**config.mk**
```make
export PLATFORM = sky130hd
export DESIGN_NAME = optical_ctl
export DESIGN_NICKNAME = d
export VERILOG_FILES = /design/src/rtl/optical_ctl_pkg.sv /design/src/rtl/pin_sync_if.sv /design/src/rtl/optical_ctl.sv /design/src/rtl/pin_sync.sv
export VERILOG_INCLUDE_DIRS = /design/src /design/src/rtl
export SDC_FILE = /design/constraint.sdc
export NUM_CORES = 1
export LEC_CHECK = 0
export BUFFER_PORTS_ARGS = -buffer_cell sky130_fd_sc_hd__buf_2
export CAP_MARGIN = 15
export CELL_PAD_IN_SITES_DETAIL_PLACEMENT = 2
export CELL_PAD_IN_SITES_GLOBAL_PLACEMENT = 2
export CORE_MARGIN = 8
export CORE_UTILIZATION = 35
export DETAILED_ROUTE_END_ITERATION = 10
export PLACE_DENSITY = 0.81
export SLEW_MARGIN = 30
export SYNTH_ARGS = -nofsm -noshare
export SYNTH_HDL_FRONTEND = slang
export SYNTH_SLANG_ARGS = --single-unit
```
**constraint.sdc**
```tcl
create_clock -name sys_clk -period 4.3 [get_ports sys_clk]
set_clock_uncertainty 0.15 [all_clocks]
set_input_delay 0.215 -clock sys_clk [delete_from_list [all_inputs] [get_ports sys_clk]]
set_output_delay 0.215 -clock sys_clk [all_outputs]
set_load 0.05 [all_outputs]
```
**src/rtl/optical_ctl_defines.svh**
```systemverilog
// Offsets, field positions, reset values and timing counts of the optical control block
`ifndef OPTICAL_CTL_DEFINES_SVH
`define OPTICAL_CTL_DEFINES_SVH

`define DIAG_CTRL_STAT_OFFSET 8'h6e
`define DIAG_TXOFF_STATE_BIT  7
`define DIAG_TXOFF_SOFT_BIT   6
`define DIAG_FAULT_BIT        2
`define DIAG_LOS_BIT          1
`define DIAG_RESET_VALUE      8'h00
`define SYS_CLK_HZ            25000000
`define LOS_WINDOW_US         10
`define LOS_WINDOW_CYCLES     ((`LOS_WINDOW_US * (`SYS_CLK_HZ / 1000000)))

`endif

```
**src/rtl/optical_ctl_pkg.sv**
```systemverilog
// Types shared by the optical control block
package optical_ctl_pkg;

  typedef enum logic [1:0] {
    LASER_OFF   = 2'b00,
    LASER_ON    = 2'b01,
    LASER_FAULT = 2'b10,
    LASER_HELD  = 2'b11
  } laser_state_t;

endpackage

```
**src/rtl/pin_sync_if.sv**
```systemverilog
// Synchronised pin levels and the receive edge pulse handed from the synchroniser to the control logic
`timescale 1ns/1ns
interface pin_sync_if;
  logic txoff_pin;
  logic rx_edge;
  logic fault_pin;
  modport src (output txoff_pin, output rx_edge, output fault_pin);
  modport dst (input txoff_pin, input rx_edge, input fault_pin);
endinterface

```
**src/rtl/optical_ctl.sv**
```systemverilog
// Transmit-off, laser fault and loss-of-signal control with diagnostic byte
//
// Functional notes
// - Transmit-off input high shuts laser off.
// - Transmit-off input defaults high, laser off.
// - Soft off bit 6, off state bit 7.
// - Laser off when soft or hard off.
// - Catastrophic fault disables laser, raises fault.
// - Fault latched until toggle or power cycle.
// - Fault mirrored in diagnostic bit 2.
// - Unsafe output power disables laser, raises fault.
// - Signal loss from receive transition detection.
// - Loss output low adequate, high unusable.
// - Loss mirrored in diagnostic bit 1.
`timescale 1ns/1ns
`include "optical_ctl_defines.svh"
module optical_ctl
  import optical_ctl_pkg::*;
#(
  parameter int unsigned LOS_WINDOW = `LOS_WINDOW_CYCLES,
  parameter bit          DIAG_EN    = 1'b1
) (
  input  wire logic       sys_clk,          // System clock, 25 MHz
  input  wire logic       arst_n,           // Asynchronous reset, active low
  input  wire logic       txoff_pin,        // Transmit-off request pin (pulled high)
  input  wire logic       rx_data,          // Quantised receive data
  input  wire logic       laser_fault_det,  // Catastrophic laser fault detector
  input  wire logic       power_unsafe_det, // Eye-safety power monitor trip
  input  wire logic       diag_wr,          // Diagnostic byte write strobe
  input  wire logic       diag_rd,          // Diagnostic byte read strobe
  input  wire logic [7:0] diag_addr,        // Diagnostic byte address
  input  wire logic [7:0] diag_wdata,       // Diagnostic write data
  output logic      [7:0] diag_rdata,       // Diagnostic read data
  output logic            laser_enable,     // Laser driver enable
  output logic            tx_fault_oe,      // Fault open-drain enable low-release
  output logic            tx_fault,         // Fault level
  output logic            optical_input_lost // Loss-of-signal output
);

  localparam int LOSW = $clog2(LOS_WINDOW + 1);

  pin_sync_if sync ();

  laser_state_t   state_q;
  logic           soft_off_q;
  logic           hard_off;
  logic           tx_off;
  logic           fault_det;
  logic [LOSW-1:0] quiet_cnt_q;
  logic           los_q;
  logic           sel;

  // ----------------------------------------------------------------
  // Input synchronisation
  // ----------------------------------------------------------------
  pin_sync u_sync (
    .sys_clk   (sys_clk),
    .arst_n    (arst_n),
    .txoff_raw (txoff_pin),
    .rx_raw    (rx_data),
    .fault_raw (laser_fault_det | power_unsafe_det),
    .sync      (sync)
  );

  function automatic logic hit(input logic [7:0] a);
    hit = (a == `DIAG_CTRL_STAT_OFFSET);
  endfunction

  // Latched fault, whether still waiting for the pin toggle or not
  function automatic logic faulted(input laser_state_t s);
    faulted = (s == LASER_FAULT) || (s == LASER_HELD);
  endfunction

  assign sel       = hit(diag_addr);
  assign hard_off  = sync.txoff_pin;
  assign tx_off    = hard_off | soft_off_q;
  assign fault_det = sync.fault_pin;

  // ----------------------------------------------------------------
  // Software transmit-off bit
  // ----------------------------------------------------------------
  always_ff @(posedge sys_clk or negedge arst_n) begin
    if (!arst_n) begin
      soft_off_q <= 1'b0;
    end else if (diag_wr && sel) begin
      soft_off_q <= diag_wdata[`DIAG_TXOFF_SOFT_BIT];
    end
  end

  // ----------------------------------------------------------------
  // Laser state: off, on, latched fault, fault held off awaiting release
  // ----------------------------------------------------------------
  always_ff @(posedge sys_clk or negedge arst_n) begin
    if (!arst_n) begin
      state_q <= LASER_OFF;
    end else begin
      unique case (state_q)
        LASER_OFF: begin
          if (!tx_off) begin
            state_q <= LASER_ON;
          end
        end
        LASER_ON: begin
          if (fault_det) begin
            state_q <= LASER_FAULT;
          end else if (tx_off) begin
            state_q <= LASER_OFF;
          end
        end
        LASER_FAULT: begin
          if (hard_off) begin
            state_q <= LASER_HELD;
          end
        end
        LASER_HELD: begin
          if (!hard_off) begin
            state_q <= fault_det ? LASER_FAULT : LASER_OFF;
          end
        end
      endcase
    end
  end

  // ----------------------------------------------------------------
  // Loss of signal: no receive transition within the window
  // ----------------------------------------------------------------
  always_ff @(posedge sys_clk or negedge arst_n) begin
    if (!arst_n) begin
      quiet_cnt_q <= '0;
      los_q       <= 1'b1;
    end else if (sync.rx_edge) begin
      quiet_cnt_q <= '0;
      los_q       <= 1'b0;
    end else if (quiet_cnt_q >= LOSW'(LOS_WINDOW)) begin
      los_q       <= 1'b1;
    end else begin
      quiet_cnt_q <= quiet_cnt_q + 1'b1;
    end
  end

  // ----------------------------------------------------------------
  // Registered outputs
  // ----------------------------------------------------------------
  always_ff @(posedge sys_clk or negedge arst_n) begin
    if (!arst_n) begin
      laser_enable       <= 1'b0;
      tx_fault           <= 1'b0;
      tx_fault_oe        <= 1'b0;
      optical_input_lost <= 1'b1;
    end else begin
      laser_enable       <= (state_q == LASER_ON) && !tx_off && !fault_det;
      tx_fault           <= faulted(state_q);
      tx_fault_oe        <= !faulted(state_q);
      optical_input_lost <= los_q;
    end
  end

  // ----------------------------------------------------------------
  // Diagnostic byte read
  // ----------------------------------------------------------------
  always_ff @(posedge sys_clk or negedge arst_n) begin
    if (!arst_n) begin
      diag_rdata <= `DIAG_RESET_VALUE;
    end else if (diag_rd) begin
      diag_rdata <= 8'h00;
      if (sel) begin
        diag_rdata[`DIAG_TXOFF_STATE_BIT] <= tx_off;
        diag_rdata[`DIAG_TXOFF_SOFT_BIT]  <= soft_off_q;
        diag_rdata[`DIAG_FAULT_BIT]       <= faulted(state_q);
        diag_rdata[`DIAG_LOS_BIT]         <= DIAG_EN & los_q;
      end
    end
  end

endmodule

```
**src/rtl/pin_sync.sv**
```systemverilog
// Three-stage synchronisers for the asynchronous module inputs
`timescale 1ns/1ns
module pin_sync (
  input  wire logic sys_clk,    // System clock
  input  wire logic arst_n,     // Asynchronous reset, active low
  input  wire logic txoff_raw,  // Transmit-off pin level
  input  wire logic rx_raw,     // Quantised receive data sample
  input  wire logic fault_raw,  // Laser or eye-safety fault detector
  pin_sync_if.src   sync        // Filtered levels and receive edge pulse
);

  logic [2:0] s0_q [3];
  logic [2:0] raw;
  logic [2:0] level_q;
  logic       rx_prev_q;

  assign raw = {fault_raw, rx_raw, txoff_raw};

  // ----------------------------------------------------------------
  // Synchroniser chains; a change counts once stages two and three agree
  // ----------------------------------------------------------------
  genvar g;
  generate
    for (g = 0; g < 3; g++) begin : g_chain
      always_ff @(posedge sys_clk or negedge arst_n) begin
        if (!arst_n) begin
          // Transmit-off pin rests at its disabling level
          s0_q[g] <= (g == 0) ? 3'b111 : 3'b000;
          level_q[g] <= (g == 0) ? 1'b1 : 1'b0;
        end else begin
          s0_q[g] <= {s0_q[g][1:0], raw[g]};
          if (s0_q[g][1] == s0_q[g][2]) begin
            level_q[g] <= s0_q[g][2];
          end
        end
      end
    end
  endgenerate

  always_ff @(posedge sys_clk or negedge arst_n) begin
    if (!arst_n) begin
      rx_prev_q <= 1'b0;
    end else begin
      rx_prev_q <= level_q[1];
    end
  end

  assign sync.txoff_pin = level_q[0];
  assign sync.rx_edge   = level_q[1] ^ rx_prev_q;
  assign sync.fault_pin = level_q[2];

endmodule

```
==> flow_metrics.py <==
metrics = {
    "critical_path": {
        "rr_worst_depth": 3,
        "cp_top_family": "buffers and inverters",
        "cp.depth": 4,
        "arrival_ps": 1720,
        "cp_max_fo": 1,
        "endpoint_kind": "flip-flop",
        "critical_path_class": "in2reg",
        "cp_common_cell": "dlygate4sd3_1",
        "slowest_stage": "dlygate4sd3_1",
        "path_cells": "dlygate4sd3_1, buf_2, or2_2, dlygate4sd3_1",
        "crit_buf_inv": 3,
        "critPathLaunchType": "input port",
        "cpPeakStageDelay_ps": 560,
        "worst_ep_required_time_ps": 4320,
    },
    "grt": {
        "grt_max_degree": 34,
        "grt_pass1_wl_um": 5510,
        "grt_pass1_vias": 1072,
        "antenna_found_initial": 0,
        "grt_overflow_total": 0,
        "grtUsageTotal_pct": 11.6,
    },
    "placed_design": {
        "place_congestion": 0.746,
        "dpl.hpwl_um": 2430,
        "dp_slack_ps": 2660,
        "dpl.cell_count": 179,
        "port_buffers": 24,
        "dpl-instance-area_mm2": 0.00148,
    },
    "synth": {
        "synth_edf_count": 0,
        "synth-seq-cells": 33,
        "syn_area_mm2": 0.00133,
        "synth.distinct_cells": 38,
        "ys_warn_count": 0,
        "synth.yosys.seq_area_share_pct": 62.7,
        "ys.flop_type": "dfrtp_1",
        "avgSynthCellArea_um2": 12.0,
        "netlist_instances": 111,
        "synthArstFlopShare_pct": 100,
    },
    "cts": {
        "root_buffer": "clkbuf_8",
        "clock_sinks": 33,
        "insertion_delay_ps": 280,
        "cts_buffer_depth": 2,
        "cts_tree": "done",
        "postCtsSetupRepairBufs": 0,
        "h-tree-depth": 2,
        "path_clk_slew_ps": 70,
        "cts_buffers": 5,
    },
    "floorplan": {
        "coreArea_mm2": 0.00366,
        "die_area_mm2": 0.00602,
        "fp.dieW_um": 77.6,
        "io_pins": 36,
        "start_util_pct": 36.3,
        "rows": 22,
        "fp.dieH_um": 77.6,
    },
    "timing": {
        "rsz0062_at_grt": "no",
        "tns_ps": 0,
        "hold_viol": 0,
        "fin_ws_ps": 2610,
        "period_share_pct": 39.4,
        "drv_slew": 0,
        "worst_pin_slew_ps": 725,
        "min_period_ps": 1690,
        "slew_headroom_pct": 51.7,
        "hold_slack_ps": 18.5,
        "setup_viol": 0,
        "fmax_ghz": 0.590,
    },
    "run": {
        "cap_viol_max_count": 0,
    },
    "finish": {
        "stdcell_area_mm2": 0.00164,
        "utilization_pct": 44.9,
        "final_cells": 192,
        "area_growth_pct": 23.6,
        "drive_gt1_share_pct": 29.9,
        "layout_common_cells": "27 x dfrtp_1, 24 x buf_2, 9 x nand2_1, 7 x nor3_1",
        "nets": 169,
        "diodes": 0,
        "final_common_cell": "dfrtp_1",
    },
    "drt": {
        "wirelength_um": 3250,
        "ant_nets": 0,
        "firstDrtPassIters": 3,
        "via_count": 964,
        "drc_errors": 0,
        "drtIter0Drc": 24,
        "routedWlPerCell_um": 16.9,
        "vias_per_cell": 5.02,
    },
    "power": {
        "cellPowerDensity_mw_per_mm2": 487,
        "total_power_mw": 0.800,
        "ir_drop_mv": 0.220,
        "p_leak_nw": 0.739,
    },
    "outcome": {
        "outcome": "completed",
    },
    "min_path": {
        "hp-class": "in2reg",
        "whs_path_depth": 2,
    },
}
## synth_stat cells, drive strengths merged (2+ instances only)
master	number	area [um2]
a31oi	4	25.0
and3	3	18.8
buf	5	33.8
clkbuf	2	8.75
dfrtp	27	676
dfstp	6	158
ha	2	25.0
inv	6	22.5
maj3	3	30.0
nand2	10	40.0
nand3	4	25.0
nand4	2	12.5
nor2	2	7.51
nor2b	2	12.5
nor3	7	35.0
o21a	2	15.0
o21ai	4	20.0
o22ai	4	25.0
## sequential cells by signal (all words and copies together) (netlist names), named ones only
signal,flops
los_q,1
u_sync.sync.fault_pin,1
quiet_cnt_q,8
u_sync.s0_q,9
tx_fault,1
soft_off_q,1
optical_input_lost,1
state_q,1
u_sync.sync.txoff_pin,1
laser_enable,1
u_sync.level_q,1
u_sync.rx_prev_q,1
diag_rdata,4
tx_fault_oe,1
## timing repair
item	4_1_cts	5_1_grt
hold buffers	5	0
endpoints found under the hold margin	30	0
resized for setup	0	0
## worst paths after layout
path                                   startpoint              to  slack [ps]
min in group asynchronous                  arst_n  u_sync.s0_q[4]         390
worst min register to register     u_sync.s0_q[0]  u_sync.s0_q[1]         210
worst max register to register  u_sync.level_q[1]  quiet_cnt_q[3]        2660
worst min-delay path                diag_wdata[6]      soft_off_q          20
worst max-delay path             power_unsafe_det  u_sync.s0_q[0]        2610
max in group asynchronous                  arst_n  quiet_cnt_q[7]        3140
## logic make-up after synthesis
family | Yosys count | share of synthesized area, %
multiplexers | 2 | 1.60
adder cells (fa/ha/maj) | 5 | 4.14
AND/OR/NAND/NOR | 36 | 15.3
XOR/XNOR | 2 | 1.32
flip-flops | 33 | 62.7
buffers and inverters | 13 | 4.90
AO/OA/AOI/OAI | 19 | 9.70
other | 1 | 0.282
## per-layer routing
layer  routed length [um]  track usage [%]  up-vias
met1                 1280             12.2      504
met3                   95             3.46        2
met5                    0                0        -
met2                 1850             20.9       14
li1                     -                -      444
met4                   21             5.09        0
## power breakdown
group / total (mW) / switching [mW] / internal (mW) / leakage [nW]
clock network: 0.291 / 0.118 / 0.173 / 0.0543
logic: 0.130 / 0.0848 / 0.0451 / 0.285
registers: 0.379 / 0.0339 / 0.345 / 0.400
## final cells by class
type,instances,area (um2)
fill,385,2020
timing repair buffer,29,170
tap,48,60.1
inverter,6,22.5
clock inverter,3,46.3
sequential,33,833
multi-input combinational,68,442
clock buffer,5,68.8
Note: power is estimated with default switching activity, not from simulation.
